### src/hdl/adcc_pkg.sv
// adcc_pkg: register map, field positions, reset values and codes of the
// converter control block
// assumes a 32-bit axi4-lite register bus on a single 200 MHz clock
package adcc_pkg;

   // =====================================================================
   // bus and map
   localparam int ADDR_W = 8;
   localparam logic [7:0] OFF_ENABLE = 8'h00;
   localparam logic [7:0] OFF_ADC_CONTROL_B = 8'h04;
   localparam logic [7:0] OFF_WINDOW_MONITOR_CONTROL = 8'h08;
   localparam logic [7:0] OFF_SOFTWARE_TRIGGER = 8'h0c;
   localparam logic [7:0] OFF_SAMPLE = 8'h10;
   localparam logic [7:0] OFF_GAIN = 8'h14;
   localparam logic [7:0] OFF_OFFSET = 8'h18;
   localparam logic [7:0] OFF_WINDOW_LOWER_LIMIT = 8'h1c;
   localparam logic [7:0] OFF_WINDOW_UPPER_LIMIT = 8'h20;
   localparam logic [7:0] OFF_INPUT = 8'h24;
   localparam logic [7:0] OFF_STATUS = 8'h28;
   localparam logic [7:0] OFF_INTFLAG = 8'h2c;
   localparam logic [7:0] OFF_INTMASK = 8'h30;
   localparam logic [7:0] OFF_RESULT = 8'h34;
   localparam logic [1:0] RESP_OKAY = 2'h0;
   localparam logic [1:0] RESP_SLVERR = 2'h2;

   // =====================================================================
   // field positions
   localparam int ENABLE_BIT = 1;
   localparam int DIFF_BIT = 0;
   localparam int LEFT_BIT = 1;
   localparam int CONTINUOUS_CONVERSION_BIT = 2;
   localparam int CORRECTION_ENABLE_BIT = 3;
   localparam int RES_LSB = 4;
   localparam int PRESC_LSB = 8;
   localparam int FLUSH_BIT = 0;
   localparam int START_BIT = 1;
   localparam int NEG_LSB = 8;
   localparam int FLAG_RESRDY = 0;
   localparam int FLAG_WINMON = 1;

   // =====================================================================
   // reset values and counts
   localparam logic [15:0] ADC_CONTROL_B_RST = 16'h0000;
   localparam logic [2:0] WINDOW_MONITOR_CONTROL_RST = 3'h0;
   localparam logic [5:0] SAMPLE_RST = 6'h00;
   localparam logic [11:0] GAIN_RST = 12'h800;
   localparam logic [11:0] OFFSET_RST = 12'h000;
   localparam logic [15:0] LIMIT_RST = 16'h0000;
   localparam logic [15:0] INPUT_RST = 16'h0000;
   localparam logic [1:0] FLAG_RST = 2'h0;
   localparam logic [8:0] DIV_CNT_RST = 9'h000;
   localparam logic [6:0] CNT_RST = 7'h00;
   localparam logic [1:0] SYNC_TICKS = 2'h2;
   localparam int GAIN_FRAC = 11;
   localparam logic [11:0] CODE_MAX = 12'hfff;

   // =====================================================================
   // resolution and window codes
   localparam logic [1:0] RES_12 = 2'h0;
   localparam logic [1:0] RES_16 = 2'h1;
   localparam logic [1:0] RES_10 = 2'h2;
   localparam logic [1:0] RES_8 = 2'h3;
   localparam logic [2:0] WIN_OFF = 3'h0;
   localparam logic [2:0] WIN_ABOVE = 3'h1;
   localparam logic [2:0] WIN_BELOW = 3'h2;
   localparam logic [2:0] WIN_INSIDE = 3'h3;
   localparam logic [2:0] WIN_OUTSIDE = 3'h4;

endpackage : adcc_pkg

### src/hdl/adcc_clk_if.sv
// adcc_clk_if: carries the prescaler code, restart and half-period tick
// assumes both ends run on aclk
`timescale 1ns/100ps
interface adcc_clk_if;
   logic [2:0] code;
   logic restart;
   logic half_tick;
   modport ctl (output code, output restart, input half_tick);
   modport div (input code, input restart, output half_tick);
endinterface : adcc_clk_if

### src/hdl/adcc_prescaler.sv
// adcc_prescaler: converter clock divider giving one pulse per half period
// assumes code and restart come from logic on aclk
`timescale 1ns/100ps
module adcc_prescaler (
   // clock and reset
   input wire logic aclk,
   input wire logic aresetn,
   // divider control and tick
   adcc_clk_if.div clk_port
);
   import adcc_pkg::*;

   logic [8:0] div_cnt_reg;
   logic [8:0] half_last;

   // =====================================================================
   // divider
   // half period is 2 << code cycles, full period 4 << code
   assign half_last = 9'((10'h2 << clk_port.code) - 10'h1);

   // counter restarts at once on a flush so the next period is whole
   always_ff @(posedge aclk) begin
      if (!aresetn || clk_port.restart) begin
         div_cnt_reg <= DIV_CNT_RST;
      end else if (div_cnt_reg >= half_last) begin
         div_cnt_reg <= DIV_CNT_RST;
      end else begin
         div_cnt_reg <= div_cnt_reg + 9'h1;
      end
   end

   assign clk_port.half_tick = !clk_port.restart && (div_cnt_reg >= half_last);
endmodule : adcc_prescaler

### src/hdl/adcc_top.sv
// adcc_top: converter control with axi4-lite registers, sequencer,
// correction, resolution, alignment and window monitor
// assumes an analog core on aclk that answers core_convert with core_done
// Contract
// - the sampling phase lasts sample length plus one converter half periods.
// - the converter clock is the bus clock divided by 4 to 512 per prescaler code.
// - resolution code selects a 12, 16, 10 or 8 bit result.
// - with correction enabled the 12, 10 and 8 bit results are corrected for gain and offset; the 16 bit result is the raw value.
// - correction lengthens a conversion by the low four offset bits plus one converter half periods.
// - free running starts a new conversion on completion, else one per trigger; a trigger taken in ST_SAMPLE to ST_CORRECT keeps start set, so they repeat.
// - left alignment puts the high part of the result in the upper bits.
// - differential mode converts positive minus negative input.
// - window mode 0 is off, 1 to 4 compare, 5 to 7 are reserved.
// - mode 1 flags above the lower limit, mode 2 below the upper limit.
// - mode 3 flags strictly inside the limits, mode 4 anything else.
// - writing one to start begins a conversion and clears once started; it clears only in ST_IDLE, so one taken in ST_SAMPLE to ST_CORRECT stays set.
// - flush aborts conversions, restarts the clock and resumes a pending one.
// - writes to synchronized registers set a busy flag until transferred.
// - enable-protected registers take writes only while disabled.
//
// Chosen here: the AXI4-Lite register port.
`timescale 1ns/100ps
module adcc_top (
   // clock and reset
   input wire logic aclk,
   input wire logic aresetn,
   // axi4-lite write address and data
   input wire logic [adcc_pkg::ADDR_W-1:0] s_axi_awaddr,
   input wire logic s_axi_awvalid,
   output logic s_axi_awready,
   input wire logic [31:0] s_axi_wdata,
   input wire logic [3:0] s_axi_wstrb,
   input wire logic s_axi_wvalid,
   output logic s_axi_wready,
   // axi4-lite write response
   output logic [1:0] s_axi_bresp,
   output logic s_axi_bvalid,
   input wire logic s_axi_bready,
   // axi4-lite read
   input wire logic [adcc_pkg::ADDR_W-1:0] s_axi_araddr,
   input wire logic s_axi_arvalid,
   output logic s_axi_arready,
   output logic [31:0] s_axi_rdata,
   output logic [1:0] s_axi_rresp,
   output logic s_axi_rvalid,
   input wire logic s_axi_rready,
   // analog core
   output logic core_sample,
   output logic core_convert,
   output logic core_diff,
   output logic [4:0] core_pos_sel,
   output logic [4:0] core_neg_sel,
   input wire logic core_done,
   input wire logic [15:0] core_raw,
   // interrupt
   output logic irq
);
   import adcc_pkg::*;

   typedef enum logic [2:0] {ST_IDLE, ST_SAMPLE, ST_CONVERT, ST_CORRECT, ST_DONE} adcc_state_t;

   adcc_state_t state_reg;
   logic aw_have_reg, w_have_reg, bvalid_reg, rvalid_reg;
   logic [7:0] awaddr_reg;
   logic [31:0] wdata_reg, rdata_reg, wmask, rd_data, wr_old, wr_new;
   logic [3:0] wstrb_reg;
   logic [1:0] bresp_reg, rresp_reg;
   logic wr_fire, rd_fire, rd_ok, wr_ok, sync_wr;
   logic enable_reg, start_reg, flush_reg, convert_reg;
   logic [15:0] adc_control_b_reg, window_lower_limit_reg, window_upper_limit_reg, input_reg, result_reg, raw_reg, res_val;
   logic [2:0] window_monitor_control_reg;
   logic [5:0] sample_reg;
   logic [11:0] gain_reg, offset_reg, sat_val, base12;
   logic [6:0] cnt_reg, smp_seen_reg;
   logic [1:0] sync_cnt_reg, flag_reg, mask_reg, flag_set;
   logic signed [13:0] corr_val;
   logic signed [26:0] prod, scaled;
   logic win_hit, half_tick, correction_enable, continuous_conversion, left_adj;
   logic [1:0] res_sel;

   // =====================================================================
   // converter clock
   adcc_clk_if clk_bus ();
   adcc_prescaler u_presc (.aclk(aclk), .aresetn(aresetn), .clk_port(clk_bus.div));
   assign clk_bus.code = adc_control_b_reg[PRESC_LSB +: 3];
   // the divider also restarts as sampling begins, so the window holds whole half periods
   assign clk_bus.restart = flush_reg || !enable_reg
      || (state_reg == ST_IDLE && start_reg)
      || (state_reg == ST_DONE && (continuous_conversion || start_reg));
   assign half_tick = clk_bus.half_tick;

   assign correction_enable = adc_control_b_reg[CORRECTION_ENABLE_BIT];
   assign continuous_conversion = adc_control_b_reg[CONTINUOUS_CONVERSION_BIT];
   assign left_adj = adc_control_b_reg[LEFT_BIT];
   assign res_sel = adc_control_b_reg[RES_LSB +: 2];

   // =====================================================================
   // axi4-lite slave: one write and one read in flight
   assign s_axi_awready = !aw_have_reg && !bvalid_reg;
   assign s_axi_wready = !w_have_reg && !bvalid_reg;
   assign s_axi_arready = !rvalid_reg;
   assign s_axi_bvalid = bvalid_reg;
   assign s_axi_bresp = bresp_reg;
   assign s_axi_rvalid = rvalid_reg;
   assign s_axi_rdata = rdata_reg;
   assign s_axi_rresp = rresp_reg;
   assign wr_fire = aw_have_reg && w_have_reg && !bvalid_reg;
   assign rd_fire = s_axi_arvalid && !rvalid_reg;
   assign wmask = {{8{wstrb_reg[3]}}, {8{wstrb_reg[2]}}, {8{wstrb_reg[1]}}, {8{wstrb_reg[0]}}};

   // byte-lane merge of the held write data into an old value
   function automatic logic [31:0] adcc_merge(input logic [31:0] old, input logic [31:0] mask,
                                              input logic [31:0] val);
      adcc_merge = (old & ~mask) | (val & mask);
   endfunction : adcc_merge

   // address and data captured independently
   always_ff @(posedge aclk) begin
      if (!aresetn) begin
         aw_have_reg <= 1'b0;
         w_have_reg <= 1'b0;
         awaddr_reg <= 8'h00;
         wdata_reg <= 32'h00000000;
         wstrb_reg <= 4'h0;
      end else begin
         if (s_axi_awvalid && s_axi_awready) begin
            aw_have_reg <= 1'b1;
            awaddr_reg <= s_axi_awaddr;
         end else if (wr_fire) begin
            aw_have_reg <= 1'b0;
         end
         if (s_axi_wvalid && s_axi_wready) begin
            w_have_reg <= 1'b1;
            wdata_reg <= s_axi_wdata;
            wstrb_reg <= s_axi_wstrb;
         end else if (wr_fire) begin
            w_have_reg <= 1'b0;
         end
      end
   end

   // decode of mapped write addresses and the old word that the byte lanes merge into
   always_comb begin
      wr_ok = 1'b1;
      case (awaddr_reg)
         OFF_ENABLE: wr_old = 32'(enable_reg) << ENABLE_BIT;
         OFF_ADC_CONTROL_B: wr_old = 32'(adc_control_b_reg);
         OFF_WINDOW_MONITOR_CONTROL: wr_old = 32'(window_monitor_control_reg);
         OFF_SAMPLE: wr_old = 32'(sample_reg);
         OFF_GAIN: wr_old = 32'(gain_reg);
         OFF_OFFSET: wr_old = 32'(offset_reg);
         OFF_WINDOW_LOWER_LIMIT: wr_old = 32'(window_lower_limit_reg);
         OFF_WINDOW_UPPER_LIMIT: wr_old = 32'(window_upper_limit_reg);
         OFF_INPUT: wr_old = 32'(input_reg);
         OFF_INTMASK: wr_old = 32'(mask_reg);
         OFF_SOFTWARE_TRIGGER, OFF_STATUS, OFF_INTFLAG, OFF_RESULT: wr_old = 32'h00000000;
         default: begin
            wr_old = 32'h00000000;
            wr_ok = 1'b0;
         end
      endcase
   end
   assign wr_new = adcc_merge(wr_old, wmask, wdata_reg);
   assign sync_wr = wr_fire && (awaddr_reg == OFF_ADC_CONTROL_B || awaddr_reg == OFF_WINDOW_MONITOR_CONTROL
                                || awaddr_reg == OFF_SOFTWARE_TRIGGER);

   // write response
   always_ff @(posedge aclk) begin
      if (!aresetn) begin
         bvalid_reg <= 1'b0;
         bresp_reg <= RESP_OKAY;
      end else if (wr_fire) begin
         bvalid_reg <= 1'b1;
         bresp_reg <= wr_ok ? RESP_OKAY : RESP_SLVERR;
      end else if (s_axi_bready) begin
         bvalid_reg <= 1'b0;
      end
   end

   // configuration registers; protected ones only while disabled
   always_ff @(posedge aclk) begin
      if (!aresetn) begin
         enable_reg <= 1'b0;
         adc_control_b_reg <= ADC_CONTROL_B_RST;
         window_monitor_control_reg <= WINDOW_MONITOR_CONTROL_RST;
         sample_reg <= SAMPLE_RST;
         gain_reg <= GAIN_RST;
         offset_reg <= OFFSET_RST;
         window_lower_limit_reg <= LIMIT_RST;
         window_upper_limit_reg <= LIMIT_RST;
         input_reg <= INPUT_RST;
         mask_reg <= FLAG_RST;
      end else if (wr_fire) begin
         case (awaddr_reg)
            OFF_ENABLE: enable_reg <= wr_new[ENABLE_BIT];
            OFF_ADC_CONTROL_B: adc_control_b_reg <= wr_new[15:0];
            OFF_WINDOW_MONITOR_CONTROL: window_monitor_control_reg <= wr_new[2:0];
            OFF_SAMPLE: if (!enable_reg) sample_reg <= wr_new[5:0];
            OFF_GAIN: if (!enable_reg) gain_reg <= wr_new[11:0];
            OFF_OFFSET: if (!enable_reg) offset_reg <= wr_new[11:0];
            OFF_WINDOW_LOWER_LIMIT: window_lower_limit_reg <= wr_new[15:0];
            OFF_WINDOW_UPPER_LIMIT: window_upper_limit_reg <= wr_new[15:0];
            OFF_INPUT: input_reg <= wr_new[15:0];
            OFF_INTMASK: mask_reg <= wr_new[1:0];
            default: ;
         endcase
      end
   end

   // busy until two converter half periods have carried the write across
   always_ff @(posedge aclk) begin
      if (!aresetn) begin
         sync_cnt_reg <= 2'h0;
      end else if (sync_wr) begin
         sync_cnt_reg <= SYNC_TICKS;
      end else if (half_tick && sync_cnt_reg != 2'h0) begin
         sync_cnt_reg <= sync_cnt_reg - 2'h1;
      end
   end

   // =====================================================================
   // software trigger: start is a pending request, flush lives one cycle
   always_ff @(posedge aclk) begin
      if (!aresetn) begin
         start_reg <= 1'b0;
      end else if (wr_fire && awaddr_reg == OFF_SOFTWARE_TRIGGER && wstrb_reg[0] && wdata_reg[START_BIT]) begin
         start_reg <= 1'b1;
      end else if (flush_reg && state_reg != ST_IDLE) begin
         start_reg <= 1'b1;
      end else if (state_reg == ST_IDLE && enable_reg && !flush_reg) begin
         start_reg <= 1'b0;
      end
   end

   always_ff @(posedge aclk) begin
      if (!aresetn) begin
         flush_reg <= 1'b0;
      end else begin
         flush_reg <= wr_fire && awaddr_reg == OFF_SOFTWARE_TRIGGER && wstrb_reg[0] && wdata_reg[FLUSH_BIT];
      end
   end

   // =====================================================================
   // conversion sequencer
   always_ff @(posedge aclk) begin
      if (!aresetn || flush_reg || !enable_reg) begin
         state_reg <= ST_IDLE;
         cnt_reg <= CNT_RST;
         convert_reg <= 1'b0;
         raw_reg <= 16'h0000;
      end else begin
         convert_reg <= 1'b0;
         case (state_reg)
            ST_IDLE: begin
               cnt_reg <= CNT_RST;
               if (start_reg) state_reg <= ST_SAMPLE;
            end
            ST_SAMPLE: begin
               if (half_tick && cnt_reg == 7'(sample_reg)) begin
                  state_reg <= ST_CONVERT;
                  convert_reg <= 1'b1;
                  cnt_reg <= CNT_RST;
               end else if (half_tick) begin
                  cnt_reg <= cnt_reg + 7'h1;
               end
            end
            ST_CONVERT: begin
               if (core_done) begin
                  raw_reg <= core_raw;
                  state_reg <= correction_enable ? ST_CORRECT : ST_DONE;
               end
            end
            ST_CORRECT: begin
               if (half_tick && cnt_reg == 7'(offset_reg[3:0])) begin
                  state_reg <= ST_DONE;
               end else if (half_tick) begin
                  cnt_reg <= cnt_reg + 7'h1;
               end
            end
            ST_DONE: begin
               cnt_reg <= CNT_RST;
               state_reg <= (continuous_conversion || start_reg) ? ST_SAMPLE : ST_IDLE;
            end
            default: state_reg <= ST_IDLE;
         endcase
      end
   end

   // core drive; the core forms pos minus neg when diff is high
   assign core_sample = state_reg == ST_SAMPLE;
   assign core_convert = convert_reg;
   assign core_diff = adc_control_b_reg[DIFF_BIT];
   assign core_pos_sel = input_reg[4:0];
   assign core_neg_sel = input_reg[NEG_LSB +: 5];

   // =====================================================================
   // result path: correction, resolution, alignment, window
   always_comb begin
      corr_val = $signed({2'b00, raw_reg[11:0]}) - $signed({{2{offset_reg[11]}}, offset_reg});
      prod = corr_val * $signed({1'b0, gain_reg});
      scaled = prod >>> GAIN_FRAC;
      if (scaled < 0) sat_val = 12'h000;
      else if (scaled > $signed({15'h0, CODE_MAX})) sat_val = CODE_MAX;
      else sat_val = scaled[11:0];
      base12 = correction_enable ? sat_val : raw_reg[11:0];
      case (res_sel)
         RES_12: res_val = left_adj ? {base12, 4'h0} : {4'h0, base12};
         RES_10: res_val = left_adj ? {base12[11:2], 6'h00} : {6'h00, base12[11:2]};
         RES_8: res_val = left_adj ? {base12[11:4], 8'h00} : {8'h00, base12[11:4]};
         default: res_val = raw_reg;
      endcase
      case (window_monitor_control_reg)
         WIN_ABOVE: win_hit = res_val > window_lower_limit_reg;
         WIN_BELOW: win_hit = res_val < window_upper_limit_reg;
         WIN_INSIDE: win_hit = res_val > window_lower_limit_reg && res_val < window_upper_limit_reg;
         WIN_OUTSIDE: win_hit = !(res_val > window_lower_limit_reg && res_val < window_upper_limit_reg);
         default: win_hit = 1'b0;
      endcase
   end

   always_ff @(posedge aclk) begin
      if (!aresetn) result_reg <= 16'h0000;
      else if (state_reg == ST_DONE && enable_reg && !flush_reg) result_reg <= res_val;
   end

   // =====================================================================
   // sticky flags, read of the flag register clears, set wins
   assign flag_set[FLAG_RESRDY] = state_reg == ST_DONE && enable_reg && !flush_reg;
   assign flag_set[FLAG_WINMON] = flag_set[FLAG_RESRDY] && win_hit;
   always_ff @(posedge aclk) begin
      if (!aresetn) flag_reg <= FLAG_RST;
      else if (rd_fire && s_axi_araddr == OFF_INTFLAG) flag_reg <= flag_set;
      else flag_reg <= flag_reg | flag_set;
   end
   assign irq = |(flag_reg & mask_reg);

   // =====================================================================
   // read mux and response
   always_comb begin
      rd_ok = 1'b1;
      case (s_axi_araddr)
         OFF_ENABLE: rd_data = 32'(enable_reg) << ENABLE_BIT;
         OFF_ADC_CONTROL_B: rd_data = 32'(adc_control_b_reg);
         OFF_WINDOW_MONITOR_CONTROL: rd_data = 32'(window_monitor_control_reg);
         OFF_SOFTWARE_TRIGGER: rd_data = {30'h0, start_reg, flush_reg};
         OFF_SAMPLE: rd_data = 32'(sample_reg);
         OFF_GAIN: rd_data = 32'(gain_reg);
         OFF_OFFSET: rd_data = 32'(offset_reg);
         OFF_WINDOW_LOWER_LIMIT: rd_data = 32'(window_lower_limit_reg);
         OFF_WINDOW_UPPER_LIMIT: rd_data = 32'(window_upper_limit_reg);
         OFF_INPUT: rd_data = 32'(input_reg);
         OFF_STATUS: rd_data = {30'h0, state_reg != ST_IDLE, sync_cnt_reg != 2'h0};
         OFF_INTFLAG: rd_data = 32'(flag_reg);
         OFF_INTMASK: rd_data = 32'(mask_reg);
         OFF_RESULT: rd_data = 32'(result_reg);
         default: begin
            rd_data = 32'h00000000;
            rd_ok = 1'b0;
         end
      endcase
   end

   always_ff @(posedge aclk) begin
      if (!aresetn) begin
         rvalid_reg <= 1'b0;
         rdata_reg <= 32'h00000000;
         rresp_reg <= RESP_OKAY;
      end else if (rd_fire) begin
         rvalid_reg <= 1'b1;
         rdata_reg <= rd_data;
         rresp_reg <= rd_ok ? RESP_OKAY : RESP_SLVERR;
      end else if (s_axi_rready) begin
         rvalid_reg <= 1'b0;
      end
   end

   // sampling half periods seen, for the length check
   always_ff @(posedge aclk) begin
      if (!aresetn || state_reg != ST_SAMPLE) smp_seen_reg <= CNT_RST;
      else if (half_tick) smp_seen_reg <= smp_seen_reg + 7'h1;
   end
endmodule : adcc_top

### config.mk
export PLATFORM = sky130hd
export DESIGN_NAME = adcc_top
export DESIGN_NICKNAME = d
export VERILOG_FILES = /design/src/hdl/adcc_pkg.sv /design/src/hdl/adcc_clk_if.sv /design/src/hdl/adcc_prescaler.sv /design/src/hdl/adcc_top.sv
export SDC_FILE = /design/constraint.sdc
export NUM_CORES = 1
export LEC_CHECK = 0
export BUFFER_PORTS_ARGS = -buffer_cell sky130_fd_sc_hd__buf_2
export CAP_MARGIN = 20
export CORE_ASPECT_RATIO = 2
export CORE_MARGIN = 5
export CORE_UTILIZATION = 25
export CTS_BUF_LIST = sky130_fd_sc_hd__clkbuf_16
export CTS_CLUSTER_DIAMETER = 60
export DETAILED_ROUTE_END_ITERATION = 10
export PLACE_DENSITY_LB_ADDON = 0.25
export SKIP_LAST_GASP = 1
export SLEW_MARGIN = 20
export SYNTH_ARGS = -nofsm -noshare
export SYNTH_HDL_FRONTEND = slang
export SYNTH_SLANG_ARGS = --single-unit
export TNS_END_PERCENT = 1
### constraint.sdc
create_clock -name aclk -period 14.2 [get_ports aclk]
set_input_delay 2.84 -clock aclk [delete_from_list [all_inputs] [get_ports aclk]]
set_output_delay 2.84 -clock aclk [all_outputs]
set_load 0.1 [all_outputs]
-- Word-level counts from Yosys, hierarchy flattened
Index checks and enable logic that the tools add are counted.
Widths: inputs -> output; s select.
- flip-flop bits (word level): 224
- bits of input ports: 76
- output and inout bits: 55
- word-level logic and storage cells: 211
- $add $sub $neg: 5
- multipliers: 1
- order comparisons: 5
- eq/ne operators: 43
- shift operators: 1
- mux-type cells: 39
- bitwise operators: 9
- reduce and logical (&&, ||, !) cells: 77
- operators with widths (kind ; number):
    $pmux 16 s14 ; 1
    $pmux 16 s10 ; 1
    $eq 8x6->1 const B ; 12
    $eq 8x5->1 const B ; 8
    $mux 16 ; 3
    $pmux 16 s3 ; 1
    $mux 12 ; 3
    $and 16x16->16 ; 2
    $eq 8x4->1 const B ; 4
    $reduce_or 14->1 ; 2
    $mul 14x13->27 ; 1
    $logic_and 1x1->1 ; 26
    $mux 7 ; 3
    $pmux 7 s3 ; 1
    $reduce_and 2->1 ; 9
    $eq 8x3->1 const B ; 2
    $gt 16x13->1 const B ; 1
    $gt 16x16->1 ; 1
    $logic_not 8->1 ; 2
    $lt 16x1->1 const B ; 1
    $lt 16x16->1 ; 1
    $not 16->16 ; 1
    $or 16x16->16 ; 1
    $mux 3 ; 5
    31 further kinds ; 88

-- Longest topological paths before layout
Gate-level depths: netlist (run 1).
- depth in word-level cells: 15
- depth in mapped cells: 51
- depth with buffers taken out: 49

-- Modules after synthesis
A second synthesis (run 1) with hierarchy kept.
- cell total of the unflattened synthesis: 2339
- area, all modules: 18395.1 um^2
- modules (own cells, without submodules) (module ; instances ; cells each ; area an instance (um^2) ; sequential area each (um^2)):
    adcc_top ; 1 ; 2258 ; 17744.5 ; 3943.8
    adcc_prescaler ; 1 ; 81 ; 650.6 ; 180.2

-- Worst setup path before layout (run 1)
Ideal clock, no wire load.
- path kind: register -> register
- from: reg offset_reg[1]
- to: reg flag_reg[1]
- setup time: 0.070 ns
- arrival time: 10.032 ns
- required time: 14.130 ns
- path slack: 4.098 ns
- stages on the path, launching flop included: 45
- buffers on the path: 2
- period minus slack after synthesis: 10.102 ns
- cell sequence: dfxtp_1 -> inv_1 -> ha_1 -> nor2b_1 -> o21ai_0 -> a21boi_0 -> o21ai_0 -> a21boi_0 -> o21ai_0 -> a21boi_0 -> o31ai_1 -> a21oi_1 -> xnor2_1 -> clkbuf_1 -> nand2_1 -> fa_1 -> inv_1 -> fa_1 -> (+9 left out) -> or4_1 -> a21oi_2 -> xnor2_1 -> nor2_1 -> a311o_1 -> a2111oi_2 -> or2_1 -> ha_1 -> a21o_1 -> a21o_1 -> a21o_1 -> a21o_1 -> a21oi_1 -> o21ai_0 -> a2111oi_0 -> a41o_1 -> a21oi_1 -> a21oi_1
- word-level cells in the longest chain between the ends: 15
- elaborated cells on any way between the ends: 19
- classes of those cells: add/sub (1); mul (1); order compare (4); mux (9); bitwise (1); reduce/logical (3)
- RTL lines (element ; RTL line ; source):
    from (decl) ; adcc_top.sv:73 ; logic [11:0] gain_reg, offset_reg, sat_val, base12;
    from (signal assigned) ; adcc_top.sv:200 ; OFF_OFFSET: if (!enable_reg) offset_reg <= wr_new[11:0];
    $sub 13x12->14 * ; adcc_top.sv:299 ; corr_val = $signed({2'b00, raw_reg[11:0]}) - $signed({{2{offset_reg[11]}}, offset_reg});
    $mul 14x13->27 * ; adcc_top.sv:300 ; prod = corr_val * $signed({1'b0, gain_reg});
    $gt 16x13->1 ; adcc_top.sv:303 ; else if (scaled > $signed({15'h0, CODE_MAX})) sat_val = CODE_MAX;
    $mux 12 ; adcc_top.sv:303 ;
    $mux 12 * ; adcc_top.sv:302 ; if (scaled < 0) sat_val = 12'h000;
    $mux 12 * ; adcc_top.sv:305 ; base12 = correction_enable ? sat_val : raw_reg[11:0];
    $mux 16 (on tied branches) ; adcc_top.sv:309, adcc_top.sv:307, adcc_top.sv:308 ;
    $pmux 16 s3 * ; adcc_top.sv:306 ; case (res_sel)
    net res_val[9] ; adcc_top.sv:70 ; logic [15:0] adc_control_b_reg, window_lower_limit_reg, window_upper_limit_reg, input_reg, result_reg, raw_reg ...
    $gt 16x16->1 or $lt 16x16->1 (tied branches) ; - ;
    $logic_and 1x1->1 ; adcc_top.sv:315, adcc_top.sv:316 ;
    $logic_not 1->1 ; adcc_top.sv:316 ; WIN_OUTSIDE: win_hit = !(res_val > window_lower_limit_reg && res_val < window_upper_limit_reg);
    $pmux 1 s4 * ; adcc_top.sv:312 ; case (window_monitor_control_reg)
    $logic_and 1x1->1 * ; adcc_top.sv:329 ; assign flag_set[FLAG_WINMON] = flag_set[FLAG_RESRDY] && win_hit;
    $or 2x2->2 ; adcc_top.sv:333 ; else flag_reg <= flag_reg | flag_set;
    $mux 2 * ; adcc_top.sv:332 ; else if (rd_fire && s_axi_araddr == OFF_INTFLAG) flag_reg <= flag_set;
    to (signal assigned) ; adcc_top.sv:332 ;
    to (signal assigned) ; adcc_top.sv:333 ;
    to (decl) ; adcc_top.sv:75 ; logic [1:0] sync_cnt_reg, flag_reg, mask_reg, flag_set;
Mark *: on every way through the listed nets, which the timed path passes. The rest lies on a longest branch.
A chain may end at the register's enable or synchronous reset.

-- Worst setup path in the final report (run 1)
Ends and elaborated chain as after synthesis.

==> flow_summary_export.csv, run 1 <==
group,metric,value,unit
run_status,status,"finished clean",
job,maxCapViolCount,0,
drt,route.detailed.drc,0,
floorplanning,dieWidth,201.6,µm
cts,ctsHtreeMaxLevel,1,
critical_path,r2r_cells,46,
finish,final_cells,3277,
critical_path,r2r_setup_slack,1650,ps
power_and_ir_drop,switching_share,27.24,%
cts,post_cts_buffers,0,
synth,postSynth.asyncResetShare,0,%
floorplanning,core_area,0.07287,mm²
synth,synth-edff-count,0,
synth,synth_area_leader_cell,"dfxtp_1",
critical_path,cp_top_family,"compound AO/OA/AOI/OAI gates",
finish,fillers,8013,
synth,synthFlopType,"dfxtp_1",
finish,final_layout_size_suffix_gt1_share,8.755,%
critical_path,cp.depth,46,
power_and_ir_drop,power_density,59.90,mW/mm²
drt,final_antenna_net_count,0,
placement,place_hpwl,55470,µm
floorplanning,dieArea,0.07925,mm²
synth,synth_seq_cells,206,
synth,synthTopCellsByCount,"nand2_1 (405), inv_1 (285), dfxtp_1 (206)",
floorplanning,rows,140,
power_and_ir_drop,power,1.217,mW
synth,synth_most_common_cell,"nand2_1",
floorplanning,io_pins,131,
timing,hold_viol,0,
timing,finalCritPeriodShare,88.41,%
placement,dp_cells,3241,
cts,cts-buffers-inserted,19,
critical_path,crit_top_cell,"o21ai_0",
finish,syn_to_final_growth,10.69,%
critical_path,crit_arrival,13020,ps
cts,clockBufferDepth,3,
timing,finalSetupViolCount,0,
synth,netlist_instances,2322,
power_and_ir_drop,ir_drop,0.00009063,V
synth,ys_seq_area_share,22.47,%
placement,dp_slack,1615,ps
critical_path,critPathKind,"reg -> reg",
critical_path,endpoint,"flag_reg[1]",
timing,skew,17.43,ps
cts,clock_sinks,206,
power_and_ir_drop,internal_power,0.8852,mW
drt,wl,68270,µm
cts,cts_tree,"done",
global_routing,grt_usage,16.85,%
cts,clk_latency,520,ps
global_routing,grt_pass1_vias,17320,
critical_path,crit_start,"offset_reg[1]",
critical_path,rr_endpoint,"flag_reg[1]",
critical_path,r2r_start,"offset_reg[1]",
drt,wl_per_cell,20.83,µm
drt,drt_iter0_drc,1187,
global_routing,grt_pass1_wl,102900,µm
finish,finalNetCount,2687,
finish,final_area,0.02031,mm²
placement,gp_congestion,0.9418,
cts,cts_resized,0,
placement,io_buffers,94,
placement,dpl_cell_area,0.01969,mm²
global_routing,grt_max_degree,88,
critical_path,endpoint_kind,"register",
timing,period_needed,12550,ps
floorplanning,start_util,25.18,%
critical_path,cp-start-kind,"register",
cts,cts_root_buf,"clkbuf_16",
timing,relSlewSlack,21.23,%
synth,yosysUniqueCellTypes,86,
drt,vias_per_cell,5.046,
timing,holdWs,456.7,ps
floorplanning,die_height,393.1,µm
drt,drtPass1Iterations,7,
timing,fin_setup_tns,0,ps
synth,synth_warnings,0,
power_and_ir_drop,clkPwrFrac,43.4,%
min_path,min-delay-start,"wdata_reg[3]",
critical_path,slowest_delay,690,ps
timing,tightest_slew,1182,ps
synth,synth_area_per_cell,7.903,µm²
global_routing,antenna_found_initial,0,
power_and_ir_drop,leakage,8.405,nW
critical_path,cp_slowest_cell,"fa_1",
synth,netlist.area_leader.share,22.47,%
critical_path,crit_path_max_fanout,13,
timing,drv_slew,0,
critical_path,path_buf_inv,5,
finish,final_util,27.87,%
critical_path,cp.required,14660,ps
cts,hold_buffers,0,
power_and_ir_drop,p_switching,0.3314,mW
timing,rsz0062_at_grt,"false",
power_and_ir_drop,power_frac_seq,48.7,%
synth,synth_area_leaders,"dfxtp_1 (22%), fa_1 (17%), nand2_1 (8.3%)",
power_and_ir_drop,pwr-share-comb,7.9,%
cts,clk_pin_slew_worst_paths,80,ps
drt,vias,16540,
min_path,hold_class,"reg -> reg",
global_routing,gr-total-overflow,0,
synth,synth_area,0.01835,mm²
timing,fmax,79.66,MHz
timing,setup_slack,1646,ps
[cell usage in the layout (no fill, tap or decap), types with 5 or more instances in the layout]
cell       Yosys  routed
a31oi_1       22      22
clkbuf_16      0      19
buf_2          4      94
a21oi_1      199     199
a211oi_1      22      22
nand2_1      405     405
o22ai_1       10      10
nand2b_1       9       9
nand3b_1       5       5
a21o_1        29      29
xnor2_1       38      37
o21a_1        13      13
o211ai_1       9       9
mux2i_1       14      14
fa_1         156     156
and2_1        95      95
nand4_1       16      16
clkinv_1       3       7
a221oi_1      10      10
nor4_1        19      17
xor2_1        21      21
nor3_1        24      19
nor2b_1       15      15
and3_1        10      10
nor2_1       148     144
dfxtp_1      206     206
mux2_2        15      15
a222oi_1      19      19
o21bai_1       5       5
o2bb2ai_1      5       5
a22o_1        12      12
conb_1         2      19
inv_1        285     288
nand3_1       38      38
a22oi_1       62      62
o21ai_0       45      45
ha_1         114     114
buf_4         29      33
[worst min path at each step]
stage                               end  depth (start not counted)
after floorplan           result_reg[6]                          2
after global placement      gain_reg[9]                          2
after detailed placement   wdata_reg[3]                          2
after CTS                  wdata_reg[3]                          2
after global routing       wdata_reg[3]                          2
final                      wdata_reg[3]                          2
[final cells by class]
| cell class | instances | area [µm²] | area share, % |
|---|---|---|---|
| multi-input combinational | 1697 | 12620 | 62.11 |
| sequential | 206 | 4124 | 20.30 |
| tap | 923 | 1155 | 5.686 |
| inverter | 289 | 1087 | 5.353 |
| timing repair buffer | 128 | 732.0 | 3.604 |
| clock buffer | 19 | 475.5 | 2.341 |
| clock inverter | 14 | 120.1 | 0.5913 |
| antenna | 1 | 2.502 | 0.01232 |
[layer usage]
layer | global-route usage (%) | up-vias | share of wire (%)
met3 | 1.383 | 203 | 3.4
met5 | 0 | - | 0
met2 | 34.46 | 533 | 56
met4 | 12.57 | 0 | 8.7
met1 | 14.96 | 8067 | 31
li1 | - | 7734 | -
[power groups by stage]
stage	registers (mW)	logic, mW	clock network (mW)
6_report	0.592	0.0966	0.528
5_1_grt	0.593	0.103	0.564
4_1_cts	0.592	0.0973	0.541
3_5_place_dp	0.606	0.0969	0
3_3_place_gp	0.605	0.0959	0
2_1_floorplan	0.606	0.0694	0
[worst min-delay path, cell delays in order, from the launching register on]
cell     delay (ps)
dfxtp_1         310
nand2_1          50
a21oi_1          50
[cell families after synthesis]
kind of cell,count (synthesis),share of synthesized area [%]
xor gates and xnor gates,61,3.055
DFF,206,22.47
buffers and inverters,436,9.539
adders and majority gates,270,24.79
muxes,29,1.684
and+or+nand+nor,804,19.64
AOI/OAI and AO/OA,514,18.77
other,2,0.04093
(Power assumes the default switching activity.)
==> run 2, diff against run 1 <==
--- a/config.mk
+++ b/config.mk
@@ -8,7 +8,6 @@
 export BUFFER_PORTS_ARGS = -buffer_cell sky130_fd_sc_hd__buf_2
 export CAP_MARGIN = 20
 export CORE_ASPECT_RATIO = 2
-export CORE_MARGIN = 5
 export CORE_UTILIZATION = 25
 export CTS_BUF_LIST = sky130_fd_sc_hd__clkbuf_16
 export CTS_CLUSTER_DIAMETER = 60
==> constraint.sdc (replaced) <==
create_clock -name aclk -period 13.2 [get_ports aclk]
set_input_delay 2.64 -clock aclk [delete_from_list [all_inputs] [get_ports aclk]]
set_output_delay 2.64 -clock aclk [all_outputs]
set_load 0.1 [all_outputs]
==> run 2 against run 1 <==
Against the previous run:
- clock skew is 3.2 ps lower
- total power rose by 7.4%
- non-clock buffer count up 1
- count of clock-buffer cells in the layout unchanged
- worst setup slack worse by 860 ps
- global-route usage up 1.3 points
- via count is 0.22% higher
- routed wire length is 0.96% lower
- fmax is 1.2% higher
- highest routed layer unchanged
- critical endpoint unchanged
==> flow_summary_export.csv, run 2 (same netlist as run 1, synthesis figures left out) <==
group,metric,value,unit
timing,finalSetupViolCount,0,
floorplanning,die_height,385.1,µm
run_status,status,"finished clean",
cts,cts_resized,0,
critical_path,endpoint_kind,"register",
min_path,min-delay-start,"wdata_reg[15]",
power_and_ir_drop,power_density,64.34,mW/mm²
drt,route.detailed.drc,0,
global_routing,antenna_found_initial,0,
cts,cts_root_buf,"clkbuf_16",
min_path,hold_class,"reg -> reg",
floorplanning,dieWidth,193.6,µm
cts,clockBufferDepth,3,
timing,tightest_slew,1111,ps
timing,fin_setup_tns,0,ps
placement,dpl_cell_area,0.01971,mm²
timing,hold_viol,0,
finish,layout_commonest_cell,"nand2_1",
floorplanning,dieArea,0.07455,mm²
placement,gp_congestion,0.8943,
finish,finalNetCount,2688,
critical_path,critPathKind,"reg -> reg",
cts,clk_latency,520,ps
timing,period_needed,12410,ps
cts,ctsHtreeMaxLevel,1,
timing,skew,14.23,ps
floorplanning,core_area,0.07269,mm²
finish,final_area,0.02031,mm²
critical_path,cp-start-kind,"register",
finish,final_cells,3276,
cts,clk_pin_slew_worst_paths,80,ps
critical_path,crit_path_max_fanout,15,
critical_path,cp.required,13630,ps
drt,wl_per_cell,20.64,µm
cts,hold_buffers,0,
critical_path,slowest_delay,680,ps
global_routing,grt_max_degree,84,
global_routing,gr-total-overflow,0,
cts,cts_tree,"done",
drt,drt_iter0_drc,962,
placement,dp_cells,3244,
timing,rsz0062_at_grt,"false",
power_and_ir_drop,ir_drop,0.00007799,V
cts,cts-buffers-inserted,19,
global_routing,grt_pass1_wl,102900,µm
finish,mostFrequentLayoutCells,"nand2_1 (405), inv_1 (287), dfxtp_1 (206), a21oi_1 (199), fa_1 (156)",
drt,final_antenna_net_count,0,
drt,drtPass1Iterations,7,
drt,wl,67610,µm
timing,finalCritPeriodShare,94.02,%
timing,holdWs,462.0,ps
power_and_ir_drop,leakage,8.404,nW
global_routing,grt_usage,18.12,%
critical_path,r2r_start,"offset_reg[1]",
critical_path,crit_arrival,12840,ps
finish,syn_to_final_growth,10.66,%
critical_path,crit_start,"offset_reg[1]",
timing,drv_slew,0,
floorplanning,rows,140,
critical_path,cp_slowest_cell,"fa_1",
drt,vias,16570,
timing,fmax,80.58,MHz
floorplanning,io_pins,131,
global_routing,grt_pass1_vias,17390,
cts,post_cts_buffers,0,
timing,relSlewSlack,25.82,%
cts,clock_sinks,206,
job,maxCapViolCount,0,
placement,io_buffers,94,
drt,vias_per_cell,5.059,
finish,final_layout_size_suffix_gt1_share,8.759,%
placement,place_hpwl,55010,µm
floorplanning,start_util,25.24,%
[run 2: worst paths after layout]
path	to	slack [ps]	cells after the start
setup / recovery	flag_reg[1]	790	45
hold / removal	wdata_reg[15]	460	2
setup reg to reg	flag_reg[1]	790	45
hold reg to reg	wdata_reg[15]	460	2
[run 2: final cells by class]
type	count	area, µm²
well taps	923	1155
inverters	289	1087
clock buffers	19	475.5
clock inverters	12	118.9
flip-flops and latches	206	4124
repair buffers	129	733.2
multi-input cells	1697	12610
fillers	7839	52390
diodes	1	2.502
[run 2: per-stage QoR]
stage	util (%)	setup slack (ps)	power, mW
global route	27.93	169.8	1.350
detailed placement	27.11	738.1	0.7551
floorplan	-	3098	0.7270
finish	27.93	789.4	1.307
CTS	27.93	721.7	1.323
global placement	27.10	862.5	0.7544
[run 2: power breakdown]
part | switching, mW | total (mW) | internal [mW]
Clock | 0.263 | 0.566 | 0.303
Combinational | 0.0825 | 0.103 | 0.0209
Sequential | 0.00919 | 0.637 | 0.628
Total | 0.354 | 1.31 | 0.952
[run 2: routing by layer]
metal,share of wire (%),vias to the layer above,global-route usage [%]
li1,-,7726,-
met1,31,8083,15.76
met2,58,544,37.72
met3,3.1,221,1.382
met4,7.9,0,13.60
met5,0,-,0
[run 2: critical path: cells and delay by family, from the launching register on]
kind,cells,cell delay [ps]
AO/OA/AOI/OAI,21,4570
AND/OR/NAND/NOR,8,1990
adder cells (fa/ha/maj),7,3080
buffers and inverters,5,740
flip-flops,1,490
XOR/XNOR,4,1410
